### src/rwg_pkg.sv
// package: register write guard constants and bus carrier types
package rwg_pkg;
    localparam int          RWG_NREGS        = 8;
    localparam int          RWG_IDX_W        = 3;
    // guarded peripheral registers at word offsets 0x000..0x01c
    localparam logic [11:0] RWG_PERIPH_BASE  = 12'h000;
    // soft lock set bits, one word per guarded register
    localparam logic [11:0] RWG_SOFT_BASE    = 12'h800;
    // global configuration register
    localparam logic [11:0] RWG_GCR_ADDR     = 12'hf00;
    // lock status register (read only)
    localparam logic [11:0] RWG_STAT_ADDR    = 12'hf04;
    localparam int          RWG_GCR_PERM_BIT = 0;
    localparam int          RWG_GCR_SUP_BIT  = 1;
    localparam logic [31:0] RWG_DATA_RST     = 32'h0000_0000;
    localparam logic [1:0]  RWG_GCR_RST      = 2'h0;

    typedef struct packed {
        logic        psel;
        logic        penable;
        logic        pwrite;
        logic [11:0] paddr;
        logic [31:0] pwdata;
        logic        supervisor;
    } rwg_apb_req_t;

    typedef struct packed {
        logic [31:0] prdata;
        logic        pready;
        logic        pslverr;
    } rwg_apb_rsp_t;

    typedef enum logic [1:0] {
        RWG_IDLE   = 2'b01,
        RWG_ACCESS = 2'b10
    } rwg_state_t;
endpackage

### src/rwg_guard.sv
// register write guard: guarded register bank with soft, permanent and privilege locks
// Notes on behaviour
// - each guarded register location is protected on its own
// - a set soft lock rejects every write to its register
// - a soft lock clears by software writing zero or by reset
// - the permanent lock rejects writes to all guarded registers
// - permanent lock ignores software clears; only reset releases it
// - with no lock, supervisor-only mode rejects user writes
// - each guarded register owns a soft lock bit in guard space
// - config register holds permanent lock bit; writing 1 engages it
// - guard control locations are reachable by ordinary bus accesses
`timescale 1ns/1ps
module rwg_guard (
    // clock, reset, enable
    input  wire logic                  clock,
    input  wire logic                  rst,
    input  wire logic                  ce,
    // apb slave
    input  wire rwg_pkg::rwg_apb_req_t apb_req,
    output rwg_pkg::rwg_apb_rsp_t      apb_rsp,
    // lock state
    output logic                       perm_lock,
    output logic                       write_rejected
);
    import rwg_pkg::*;

    logic [31:0]          data_q [RWG_NREGS];
    logic [RWG_NREGS-1:0] soft_q;
    logic                 perm_q;
    logic                 sup_only_q;
    rwg_state_t           state_q;
    rwg_apb_rsp_t         rsp_q;
    logic                 rej_q;

    function automatic logic in_range(input logic [11:0] a, input logic [11:0] base);
        in_range = (a[11:5] == base[11:5]) && (a[1:0] == 2'h0);
    endfunction

    logic                 acc;
    logic                 wr;
    logic [RWG_IDX_W-1:0] idx;
    logic                 hit_data;
    logic                 hit_soft;
    logic                 hit_gcr;
    logic                 hit_stat;
    logic                 blocked;

    assign acc      = apb_req.psel && apb_req.penable && state_q == RWG_ACCESS;
    assign wr       = acc && apb_req.pwrite;
    assign idx      = apb_req.paddr[4:2];
    assign hit_data = in_range(apb_req.paddr, RWG_PERIPH_BASE);
    assign hit_soft = in_range(apb_req.paddr, RWG_SOFT_BASE);
    assign hit_gcr  = apb_req.paddr == RWG_GCR_ADDR;
    assign hit_stat = apb_req.paddr == RWG_STAT_ADDR;
    // priority: soft lock, permanent lock, then privilege
    assign blocked  = soft_q[idx] || perm_q || (sup_only_q && !apb_req.supervisor);

    // setup then one access cycle
    always_ff @(posedge clock) begin
        if (rst) begin
            state_q <= RWG_IDLE;
        end else if (ce) begin
            case (state_q)
                RWG_IDLE: begin
                    if (apb_req.psel && !apb_req.penable) begin
                        state_q <= RWG_ACCESS;
                    end
                end
                RWG_ACCESS: state_q <= RWG_IDLE;
                default:    state_q <= RWG_IDLE;
            endcase
        end
    end

    always_ff @(posedge clock) begin
        if (rst) begin
            for (int i = 0; i < RWG_NREGS; i++) begin
                data_q[i] <= RWG_DATA_RST;
            end
        end else if (ce && wr && hit_data && !blocked) begin
            data_q[idx] <= apb_req.pwdata;
        end
    end

    always_ff @(posedge clock) begin
        if (rst) begin
            soft_q <= '0;
        end else if (ce && wr && hit_soft) begin
            soft_q[idx] <= apb_req.pwdata[0];
        end
    end

    always_ff @(posedge clock) begin
        if (rst) begin
            perm_q     <= RWG_GCR_RST[RWG_GCR_PERM_BIT];
            sup_only_q <= RWG_GCR_RST[RWG_GCR_SUP_BIT];
        end else if (ce && wr && hit_gcr) begin
            perm_q <= perm_q | apb_req.pwdata[RWG_GCR_PERM_BIT];
            if (!perm_q) begin
                sup_only_q <= apb_req.pwdata[RWG_GCR_SUP_BIT];
            end
        end
    end

    always_ff @(posedge clock) begin
        if (rst) begin
            rsp_q <= '0;
            rej_q <= 1'b0;
        end else if (ce) begin
            rsp_q.pready  <= apb_req.psel && !apb_req.penable && state_q == RWG_IDLE;
            rsp_q.pslverr <= 1'b0;
            rsp_q.prdata  <= 32'h0000_0000;
            rej_q         <= 1'b0;
            if (apb_req.psel && !apb_req.penable && state_q == RWG_IDLE) begin
                rsp_q.pslverr <= !(in_range(apb_req.paddr, RWG_PERIPH_BASE)
                                 || in_range(apb_req.paddr, RWG_SOFT_BASE)
                                 || apb_req.paddr == RWG_GCR_ADDR
                                 || apb_req.paddr == RWG_STAT_ADDR);
                if (in_range(apb_req.paddr, RWG_PERIPH_BASE)) begin
                    rsp_q.prdata <= data_q[apb_req.paddr[4:2]];
                end else if (in_range(apb_req.paddr, RWG_SOFT_BASE)) begin
                    rsp_q.prdata <= {31'h0, soft_q[apb_req.paddr[4:2]]};
                end else if (apb_req.paddr == RWG_GCR_ADDR) begin
                    rsp_q.prdata <= {30'h0, sup_only_q, perm_q};
                end else if (apb_req.paddr == RWG_STAT_ADDR) begin
                    rsp_q.prdata <= {24'h0, soft_q};
                end
            end
            if (wr && hit_data && blocked) begin
                rej_q <= 1'b1;
            end
        end
    end

    assign apb_rsp        = rsp_q;
    assign perm_lock      = perm_q;
    assign write_rejected = rej_q;

    property p_perm_sticky;
        @(posedge clock) disable iff (rst) perm_q |=> perm_q;
    endproperty
    a_perm_sticky: assert property (p_perm_sticky) else $error("perm lock cleared");

    property p_perm_set;
        @(posedge clock) disable iff (rst)
            (ce && wr && hit_gcr && apb_req.pwdata[RWG_GCR_PERM_BIT]) |=> perm_q;
    endproperty
    a_perm_set: assert property (p_perm_set) else $error("perm lock not set");

    property p_soft_block;
        @(posedge clock) disable iff (rst)
            (ce && wr && hit_data && soft_q[idx])
                |=> data_q[$past(idx)] == $past(data_q[idx]);
    endproperty
    a_soft_block: assert property (p_soft_block) else $error("soft locked write taken");

    property p_perm_block;
        @(posedge clock) disable iff (rst)
            (ce && wr && hit_data && perm_q)
                |=> data_q[$past(idx)] == $past(data_q[idx]) && rej_q;
    endproperty
    a_perm_block: assert property (p_perm_block) else $error("perm locked write taken");

    property p_user_block;
        @(posedge clock) disable iff (rst)
            (ce && wr && hit_data && sup_only_q && !apb_req.supervisor) |=> rej_q;
    endproperty
    a_user_block: assert property (p_user_block) else $error("user write not rejected");

    property p_write_lands;
        @(posedge clock) disable iff (rst)
            (ce && wr && hit_data && !blocked) |=> data_q[$past(idx)] == $past(apb_req.pwdata);
    endproperty
    a_write_lands: assert property (p_write_lands) else $error("write lost");

    property p_soft_clear;
        @(posedge clock) disable iff (rst)
            (ce && wr && hit_soft && !apb_req.pwdata[0]) |=> !soft_q[$past(idx)];
    endproperty
    a_soft_clear: assert property (p_soft_clear) else $error("soft lock not cleared");

    property p_ready;
        @(posedge clock) disable iff (rst)
            (ce && apb_req.psel && !apb_req.penable && state_q == RWG_IDLE) |=> rsp_q.pready;
    endproperty
    a_ready: assert property (p_ready) else $error("no pready");

    property p_ce_freeze;
        @(posedge clock) disable iff (rst)
            (!ce && !rst) |=> $stable(perm_q) && $stable(soft_q) && $stable(rsp_q);
    endproperty
    a_ce_freeze: assert property (p_ce_freeze) else $error("state moved with ce low");

    property p_no_false_reject;
        @(posedge clock) disable iff (rst)
            (ce && wr && hit_data && !blocked) |=> !rej_q;
    endproperty
    a_no_false_reject: assert property (p_no_false_reject) else $error("clean write flagged");

    property p_stat_read;
        @(posedge clock) disable iff (rst)
            (ce && apb_req.psel && !apb_req.penable && state_q == RWG_IDLE && hit_stat)
                |=> rsp_q.prdata == {24'h0, $past(soft_q)};
    endproperty
    a_stat_read: assert property (p_stat_read) else $error("status read wrong");
endmodule

### config.mk
export PLATFORM = sky130hd
export DESIGN_NAME = rwg_guard
export DESIGN_NICKNAME = d
export VERILOG_FILES = /design/src/rwg_pkg.sv /design/src/rwg_guard.sv
export SDC_FILE = /design/constraint.sdc
export NUM_CORES = 1
export LEC_CHECK = 0
export BUFFER_PORTS_ARGS = -buffer_cell sky130_fd_sc_hd__buf_4
export CAP_MARGIN = 20
export CORE_MARGIN = 5
export CORE_UTILIZATION = 40
export DETAILED_ROUTE_END_ITERATION = 8
export PLACE_DENSITY_LB_ADDON = 0.3
export SLEW_MARGIN = 20
export SYNTH_ARGS = -nofsm -noshare
export SYNTH_HDL_FRONTEND = slang
export SYNTH_SLANG_ARGS = --single-unit
### constraint.sdc
create_clock -name clock -period 6.2 [get_ports clock]
set_input_delay 0 -clock clock [delete_from_list [all_inputs] [get_ports clock]]
set_output_delay 0 -clock clock [all_outputs]
set_load 0.05 [all_outputs]
* After elaboration in Yosys (flattened, before gate mapping)
Memories as Yosys holds them, arrays and structs flattened.
Index checks and enable logic that the tools add are counted.
Widths: inputs -> output; s select.
** Word-level totals
- Memories kept :: 1
- Bits in registers :: 47
- RAM bits :: 256
- Word-level logic and storage cells :: 71
** Operators by class
- Multiplexer cells :: 22
- Bitwise gates (word level) :: 2
- Eq/ne operators :: 6
- Reductions and logical operators :: 30
- Order comparisons :: 2
** Memories
- data_q :: words 8, bits a word 32, rd ports 1, clocked after Yosys merged registers in 0, write ports 8, line rwg_guard.sv:27 : logic [31:0] data_q [RWG_NREGS];
** Operators with widths (count)
- $mux 32 :: 3
- $reduce_or 32->1 :: 1
- $eq 12x12->1 const B :: 2
- $mux 8 :: 3
- $logic_and 1x1->1 :: 16
- $mux 1 :: 10
- $bwmux 8 :: 1
- $eq 7x7->1 const B :: 1
- $logic_not 7->1 :: 1
- $logic_or 1x1->1 :: 5
- $logic_not 1->1 :: 4
- $lt 3x4->1 const B :: 1
- $mux 2 :: 2
- $reduce_and 2->1 :: 2
- $bmux 1 s3 :: 1
- $demux 1 s3 :: 1
- $ge 3x1->1 const B :: 1
- $mux 3 :: 1
- $eq 2x1->1 const B :: 1
- $eq 2x2->1 const B :: 1
- $logic_not 2->1 :: 1
- $ne 2x2->1 const B :: 1
- $not 1->1 :: 1
- $or 1x1->1 :: 1

* Logic depth before layout (Yosys ltp)
Gate-level depths: netlist (run 1).
- Depth after elaboration :: 11
- Depth in mapped cells :: 7

* Least setup slack after synthesis (run 1)
OpenSTA, ideal clock, no wires.
- Path kind :: register to register
- Start :: register soft_q[3]
- End :: memory data_q[0][0], enable pin
- Setup time :: 470 ps
- Arrival time :: 3984 ps
- Path slack :: 1746 ps
- Stages on the path, launching flop included :: 7
- Cell sequence :: dfxtp_1 > mux2_2 > mux4_2 > nand4b_1 > buf_2 > buf_6 > o31ai_1
** RTL lines
- from (decl) :: line rwg_guard.sv:28 : logic [RWG_NREGS-1:0] soft_q;
- from (signal, indexed assignment) :: line rwg_guard.sv:89 : soft_q[idx] <= apb_req.pwdata[0];
- to (decl) :: line rwg_guard.sv:27

==> metrics.txt, run 1 <==
Setup-failing EPs final=0; antenna cells=0; CP Data Arrival Time=3.85 ns; Mapped Nets=1,033; Final Hold Viols=0; crit path time final=3.68 ns; I/O pin count=87; crit path launch type=input pin; routed len/inst=21.9 um; Area Growth Syn to Fin=19.4%; status=finished clean; maximum VDD drop=0.000167 V; Ys Warns=0; asr flop ratio synth=0; GP Congestion=0.790; Seq/Total Area, Yosys=0.644; grt total ovfl=0; Slew Limit Fails=0; CP max-delay cell=o31ai_4; CTS-repair resized insts=0; Site Rows=67; critical-path cell list=buf_4, inv_2, mux4_2, nand4b_1, buf_12, o31ai_4, buf_4; Pleak=5.36 nW; DRT antenna net count=0; cts bufs inserted=34; Vias=8,771; nets@finish=1,128; root buf cell=clkbuf_16; syn_area_per_cell=13.6 sq um; Die ar.=37,200 sq um; total of max-cap violations=0; Detailed Place HPWL=19.6 mm; antenna violations before repair=0; Hold Path Class=input pin to flop; vias per cell=5.66; Die Span X=193 um; area fraction of the dominant cell type after synthesis=0.574; Buffers & Inverters on Critical Path=4; largest net degree at the start of global routing=155; Req. time, crit path=6.37 ns; Starting Density=0.402; critical path type=input pin to flop; H-Tree Level Count=2; most common library cells after synthesis=nor3_1, edfxtp_1, nand2_1; synthesized area=13,400 sq um; clock-pin transition on the worst setup and hold timing paths=0.06 ns; overall routing resource usage=0.183; crit end category=flop; Max-slew headroom=0.241; post-route setup TNS=0 ns; Routed WL=34.0 mm; cell mode on critical path=buf_4; top-count cell post-synth=nor3_1; crit-path leading delay family=buffers and inverters; Clock Skew=0.0180 ns; Crit path largest cell delay=0.93 ns; Clock Latency Late Sink=0.51 ns; first-pass GRT wire length=52.7 mm; clk buf depth=3; postcts setup bufs=0; Synth Flop Type=edfxtp_1; Synth Instances=982; clk sink count=303; Core Footprint=33,300 sq um; RSZ-0062 raised after global routing=no; Initial DRT Pass Iterations=7; Die Span Y=193 um; Final Power=0.00459 W; Worst-Margin Slew=1.13 ns; top cells by area, synth=edfxtp_1, mux4_2, nor3_1; Post-route DRC=0; Final period util=0.594; Post-synth EDFFs=256; CP max FO=154; post-synthesis register bit count=303; CTS tree=yes; r2r setup slk=2.76 ns; Cell variety after synth=38; area leader, netlist=edfxtp_1; fmax=272 MHz; power per cell area=287 nW/um^2; Iter 0 DRT Violations=689; number of global-route vias before repair=9,019; share of layout cells above drive strength 1=0.223; # port buffers=86
power breakdown:
part	internal (W)	switching, W	leakage (nW)
Combinational	0.000130	0.000210	1.87
Sequential	0.00227	0.0000177	2.97
Clock	0.00117	0.000796	0.524
logic make-up after synthesis:
group | share of synthesized area
compound gates | 0.0258
mux | 0.146
buf+inv | 0.0351
simple gates | 0.149
flops | 0.644
per-stage QoR:
stage               hold WS [ns]  worst slack [ns]   util  std cells  instance area, sq um
floorplan                 0.0694              1.75      -        982                 13400
global placement           0.286              2.10  0.434       1445                 14400
detailed placement         0.290              2.02  0.434       1445                 14400
CTS                      0.00428              2.47  0.480       1550                 16000
global route              0.0740              2.40  0.480       1551                 16000
finish                    0.0261              2.52  0.480       1551                 16000
final timing paths:
check / startpoint / end / depth (start not counted)
setup / recovery: apb_req[37] / data_q[7][7] / 7
hold / removal: apb_req[42] / apb_rsp[3] / 5
setup reg to reg: soft_q[5] / data_q[7][7] / 6
hold reg to reg: apb_rsp[20] / apb_rsp[20] / 2
tightest hold or removal path, delay by kind of cell:
kind                   cells  cell delay [ns]
buffers and inverters      1             0.11
AND/OR/NAND/NOR            3             0.30
AO/OA/AOI/OAI              1             0.07
state kept, by name (all words and copies together), names as in the netlist:
name / flops
apb_rsp: 34
data_q: 256
perm_lock: 1
soft_q: 8
state_q: 2
sup_only_q: 1
write_rejected: 1
layout by cell type (no fill, tap or decap), types with 3 or more instances in the layout:
master	netlist	routed
mux2_2	11	11
nand2_1	107	106
clkbuf_1	32	13
o31ai_4	0	8
nand4_1	3	3
edfxtp_1	256	256
nand3_1	12	12
dfxtp_1	47	47
clkinv_1	1	6
clkbuf_16	0	34
nor2_1	11	10
mux2i_1	36	36
a32oi_1	6	6
dlygate4sd3_1	0	43
nand4b_1	5	5
inv_1	3	3
buf_4	0	107
bufinv_16	0	3
mux4_2	65	65
nor3_1	260	260
o21ai_0	25	25
inv_6	0	3
a21oi_1	10	10
metal layers:
layer  wire length [um]  global-route usage
met5                  0                   0
met4                647              0.0449
met3               1770              0.0263
met2              17300               0.315
met1              14200               0.247
cell type report:
| type | count | area [sq um] |
|---|---|---|
| Fill cell | 2917 | 17300 |
| Clock buffer | 49 | 927 |
| Sequential cell | 303 | 8630 |
| Timing Repair Buffer | 152 | 1280 |
| Clock inverter | 13 | 160 |
| Inverter | 5 | 18.8 |
| Multi-Input combinational cell | 581 | 4410 |
| Tap cell | 448 | 561 |
timing repair:
| action | in CTS | in global routing |
|---|---|---|
| endpoints found under the hold margin | 269 | 0 |
| hold buffers | 43 | 0 |
| endpoints found under the setup margin | 0 | 0 |
Power figures use the tool's default switching activity.
==> run 2, diff against run 1 <==
==> constraint.sdc (replaced) <==
create_clock -name clock -period 3.2 [get_ports clock]
set_input_delay 0 -clock clock [delete_from_list [all_inputs] [get_ports clock]]
set_output_delay 0 -clock clock [all_outputs]
set_load 0.05 [all_outputs]
==> run 2 against run 1 <==
  * Die area unchanged
  * Highest routed layer unchanged
  * Cell count increased by 1.1%
  * Critical endpoint is now apb_rsp[9]
  * Worst setup slack got worse by 2.2 ns
  * Non-clock buffer count increased by 18
  * Hold slack improved by 0.0090 ns
  * Design area increased by 1.9%
  * Sequential power increased by 94%
==> metrics.txt, run 2 (synthesis results as in run 1) <==
Req. time, crit path=3.65 ns (-2.72 ns); Die Span X=193 um (unchanged); nets@finish=1,146 (+1.6%); Die ar.=37,200 sq um (unchanged); clk buf depth=3 (unchanged); clock-pin transition on the worst setup and hold timing paths=0.06 ns (about the same); maximum VDD drop=0.000344 V (+110%); # port buffers=86 (unchanged); antenna violations before repair=0 (unchanged); number of global-route vias before repair=9,006 (-0.14%); WP depth=8 (+1); Worst-Margin Slew=1.04 ns (-0.0909 ns); status=finished clean; Hold Crit Start=apb_req[47]; Max-slew headroom=0.307 (+0.0664); worst r2r path cells=6 (unchanged); grt total ovfl=0 (unchanged); Slew Limit Fails=0 (unchanged); vias per cell=5.60 (-1.0%); Area Growth Syn to Fin=21.7%; Final period util=0.906; critical path type=input pin to flop; Routed WL=34.0 mm (about the same); CP max FO=39 (-75%); postcts setup bufs=0 (unchanged); CTS tree=yes; Core Footprint=33,300 sq um (unchanged); Hold Path Class=input pin to flop; commonest cells after routing, fill and taps aside=nor3_1, edfxtp_1, buf_4; Iter 0 DRT Violations=573 (-17%); Critical R2R Capture=data_q[0][30]; GP Congestion=0.807 (+2.2%); Final Power=0.00924 W (+100%); crit end category=flop; routed len/inst=21.7 um (-1.1%); Buffers & Inverters on Critical Path=4 (unchanged); power per cell area=567 nW/um^2 (+97%); Crit Reg-Reg Startpoint=soft_q[1]; CTS-repair resized insts=0 (unchanged); CP max-delay cell=nor3_1; clk sink count=303 (unchanged); antenna cells=0 (unchanged); largest net degree at the start of global routing=120 (-23%); Clock Skew=0.00861 ns (-0.00939 ns); root buf cell=clkbuf_16; overall routing resource usage=0.183 (+0.000543); Initial DRT Pass Iterations=5 (-2); Post-route DRC=0 (unchanged); Site Rows=67 (unchanged); commonest non-fill, non-tap cell in the layout=nor3_1; DRT antenna net count=0 (unchanged); # placed instances=1,460 (+1.0%); fmax=345 MHz; Pleak=5.52 nW (+2.9%); Hold EP=apb_rsp[0]; cts bufs inserted=34 (unchanged); post-route insts no fill=1,568 (+1.1%); post-route setup TNS=0 ns (unchanged); CP Data Arrival Time=3.35 ns (-0.50 ns); worst hold path depth=5 (unchanged); r2r setup slk=0.34 ns (-2.42 ns); I/O pin count=87 (unchanged); Clock Latency Late Sink=0.51 ns (about the same); crit path launch type=input pin; first-pass GRT wire length=52.3 mm (-0.82%); RSZ-0062 raised after global routing=no; crit-path leading delay family=buffers and inverters; Crit path largest cell delay=0.79 ns (-0.14 ns); share of layout cells above drive strength 1=0.235 (+0.0118); critical-path cell list=dlygate4sd3_1, buf_4, buf_4, nand2b_2, nor3_1, a32oi_1, a21oi_1, dlygate4sd3_1; Detailed Place HPWL=18.8 mm (-4.1%); total of max-cap violations=0 (unchanged); max reg flops=256 (unchanged); Largest Register=data_q; Starting Density=0.402 (unchanged); Final Hold Viols=0 (unchanged); crit path time final=2.90 ns; Vias=8,777 (+0.068%); Setup-failing EPs final=0 (unchanged); Post-CTS Hold Fix Bufs=47 (+9.3%); H-Tree Level Count=2 (unchanged); Post-Route Utilization=0.490 (+0.00921); # fillers=2,896 (-0.72%); Die Span Y=193 um (unchanged)
run 2: cell count changes in the layout (fill, tap and decap cells not counted), sizes merged:
cell,delta
bufinv,+3
inv,-3
dlygate4sd3,+4
buf,+14
clkinv,-2
clkinvlp,+1
run 2: power by group:
group | switching (W) | internal [W]
Clock | 0.00152 | 0.00262
Sequential | 0.0000316 | 0.00439
Combinational | 0.000412 | 0.000276
Total | 0.00196 | 0.00728
run 2: through the flow:
step,setup WS [ns],hold WS (ns),cell area [sq um]
6_report,0.300,0.0351,16300
5_1_grt,0.132,0.0516,16300
4_1_cts,0.335,0.0196,16300
3_5_place_dp,0.375,0.283,14600
3_3_place_gp,0.405,0.282,14600
2_1_floorplan,-0.260,0.0694,13500
run 2: final cells by class:
cell class	instances	area, sq um	share of cell area
timing repair buffer	170	1490	0.0912
clock inverter	12	209	0.0128
clock buffer	49	981	0.0602
tap	448	561	0.0344
inverter	5	18.8	0.00115
multi-input combinational	581	4410	0.271
sequential	303	8630	0.530
run 2: metal layers:
layer | vias to the layer above | track usage | part of all wire
met2 | 233 | 0.327 | 0.52
met4 | 0 | 0.0452 | 0.018
met3 | 48 | 0.0238 | 0.049
li1 | 4053 | - | -
met1 | 4443 | 0.240 | 0.41
met5 | - | 0 | 0
run 2: how the worst max path moves through the flow:
stage / end / startpoint
finish: apb_rsp[9] / apb_req[36]
CTS: apb_rsp[8] / apb_req[36]
global placement: data_q[4][24] / soft_q[7]
detailed placement: data_q[4][31] / soft_q[5]
floorplan: data_q[0][0] / soft_q[3]
global route: apb_rsp[9] / apb_req[36]
run 2: worst reg2reg max path: cells and delay by family (launching register included):
kind,cells,cell delay [ns]
buf+inv,2,1.32
flops,1,0.39
mux,2,0.44
simple gates,2,0.41
==> run 3, diff against run 2 <==
--- a/config.mk
+++ b/config.mk
@@ -10,6 +10,7 @@
 export CORE_MARGIN = 5
 export CORE_UTILIZATION = 40
 export DETAILED_ROUTE_END_ITERATION = 8
+export HOLD_SLACK_MARGIN = 0.1
 export PLACE_DENSITY_LB_ADDON = 0.3
 export SLEW_MARGIN = 20
 export SYNTH_ARGS = -nofsm -noshare
==> run 3 against run 2 <==
  * Design area rose by 0.74%
  * Die area unchanged
  * Clock-buffer cell count stayed put
  * First-iteration DRC count increased by 13%
  * Maximum frequency decreased by 5.4%
  * Critical endpoint is now apb_rsp[5]
  * Sequential power hardly changed
  * Largest power group unchanged
  * Sequential cell count is the same
  * Clock skew fell by 0.00079 ns
  * Via count grew 0.58%
==> metrics.txt, run 3 (synthesis results as in run 1) <==
I/O pin count=87 (unchanged); Req. time, crit path=3.64 ns (about the same); # fillers=2,881 (-0.52%); commonest non-fill, non-tap cell in the layout=nor3_1; Post-route DRC=0 (unchanged); Routed WL=34.4 mm (+1.2%); overall routing resource usage=0.185 (+0.00140); clk buf depth=3 (unchanged); Clock Skew=0.00782 ns (-0.000790 ns); first-pass GRT wire length=52.7 mm (+0.79%); RSZ-0062 raised after global routing=no; routed len/inst=21.7 um (+0.40%); Crit Reg-Reg Startpoint=soft_q[1]; CP max-delay cell=dlygate4sd3_1; Detailed Place HPWL=18.8 mm (unchanged); Crit path largest cell delay=0.62 ns (-0.17 ns); Pleak=5.57 nW (+0.92%); number of global-route vias before repair=9,117 (+1.2%); crit path launch type=input pin; CP Data Arrival Time=3.51 ns (+0.16 ns); Worst-Margin Slew=1.04 ns (+0.00148 ns); CTS tree=yes; worst r2r path cells=6 (unchanged); Critical R2R Capture=data_q[0][30]; share of layout cells above drive strength 1=0.232 (-0.00249); post-route cell area=16,400 sq um (+0.74%); Largest Register=data_q; cell mode on critical path=dlygate4sd3_1; Slew Limit Fails=0 (unchanged); crit end category=flop; clock-pin transition on the worst setup and hold timing paths=0.06 ns (about the same); Vias=8,828 (+0.58%); Buffers & Inverters on Critical Path=5 (+1); Iter 0 DRT Violations=648 (+13%); status=finished clean; root buf cell=clkbuf_16; Hold EP=apb_rsp[4]; Max-slew headroom=0.306 (-0.000986); postcts setup bufs=0 (unchanged); fmax=326 MHz (-5.4%); final worst slack=0.135 ns (-0.165 ns); Fin Hold WS=0.164 ns (+0.129 ns); Area Growth Syn to Fin=22.6%; GP Congestion=0.807 (unchanged); Clock Latency Late Sink=0.51 ns (about the same); CP max FO=9 (-77%); placed inst area=14,600 sq um (unchanged); Final Power=0.00925 W (+0.14%); worst hold path depth=5 (unchanged); Setup-failing EPs final=0 (unchanged); Hold Crit Start=apb_req[40]; Initial DRT Pass Iterations=5 (unchanged); Die Span X=193 um (unchanged); critical path type=input pin to flop; Die Span Y=193 um (unchanged); cts bufs inserted=34 (unchanged); Final period util=0.958 (+0.0515); antenna violations before repair=0 (unchanged); Die ar.=37,200 sq um (unchanged); post-route setup TNS=0 ns (unchanged); DRT antenna net count=0 (unchanged); pre-CTS setup slack=0.375 ns (unchanged); CTS-repair resized insts=0 (unchanged); maximum VDD drop=0.000345 V (+0.32%); vias per cell=5.59 (-0.18%); clk sink count=303 (unchanged); nets@finish=1,158 (+1.0%); power per cell area=564 nW/um^2 (-0.59%); Core Footprint=33,300 sq um (unchanged); total of max-cap violations=0 (unchanged); Site Rows=67 (unchanged); # port buffers=86 (unchanged); r2r setup slk=0.33 ns (about the same); crit path time final=3.06 ns (+0.165 ns); grt total ovfl=0 (unchanged); H-Tree Level Count=2 (unchanged); Starting Density=0.402 (unchanged); Hold Path Class=input pin to flop; commonest cells after routing, fill and taps aside=nor3_1, edfxtp_1, buf_4; Final Hold Viols=0 (unchanged); largest net degree at the start of global routing=120 (unchanged); critical-path cell list=dlygate4sd3_1, buf_4, or4_4, nor4_2, buf_4, dlygate4sd3_1, nand3_1, a21oi_1, dlygate4sd3_1; antenna cells=0 (unchanged); max reg flops=256 (unchanged); crit-path leading delay family=buffers and inverters
==> run 3: power by group <==
group	switching, W	internal [W]
clock	0.00152	0.00262
sequential	0.0000317	0.00439
combinational	0.000414	0.000280
==> run 3: how the worst max path moves through the flow <==
stage	from	to	slack (ns)	cells past startpoint
4_1_cts	apb_req[36]	apb_rsp[8]	0.21	9
5_1_grt	apb_req[34]	apb_rsp[5]	0.04	9
2_1_floorplan	soft_q[3]	data_q[0][0]	-0.26	6
3_5_place_dp	soft_q[5]	data_q[4][31]	0.38	6
3_3_place_gp	soft_q[7]	data_q[4][24]	0.41	6
6_report	apb_req[34]	apb_rsp[5]	0.14	9
==> run 3: worst register-to-register path: cells and delay by family (launching register included) <==
kind,cells,cell delay [ns]
AND/OR/NAND/NOR,2,0.41
multiplexers,2,0.44
buffers and inverters,2,1.33
flip-flops,1,0.38
==> run 3: through the flow <==
step                      instances  utilization
final                          1580        0.493
after floorplan                 982            -
after global routing           1580        0.493
after detailed placement       1460        0.440
after global placement         1460        0.440
after CTS                      1580        0.493
==> run 3: layer usage <==
layer | routed length, um | vias to the layer above | global-route usage | share of wire
li1 | - | 4088 | - | -
met1 | 14300 | 4446 | 0.241 | 0.42
met2 | 17800 | 241 | 0.328 | 0.52
met3 | 1520 | 53 | 0.0250 | 0.044
met4 | 650 | 0 | 0.0477 | 0.019
met5 | 0 | - | 0 | 0
==> run 3: cell type report <==
type / instances / area [sq um] / area share
Tap cell: 448 / 561 / 0.0342
Multi-Input combinational cell: 581 / 4410 / 0.269
Timing Repair Buffer: 182 / 1610 / 0.0978
Clock inverter: 12 / 209 / 0.0127
Sequential cell: 303 / 8630 / 0.526
Inverter: 5 / 18.8 / 0.00114
Clock buffer: 49 / 981 / 0.0598
==> run 3: what timing repair did <==
| item | CTS | global route |
|---|---|---|
| hold buffers | 59 | 0 |
| endpoints found under the setup margin | 0 | 0 |
| endpoints found under the hold margin | 279 | 0 |
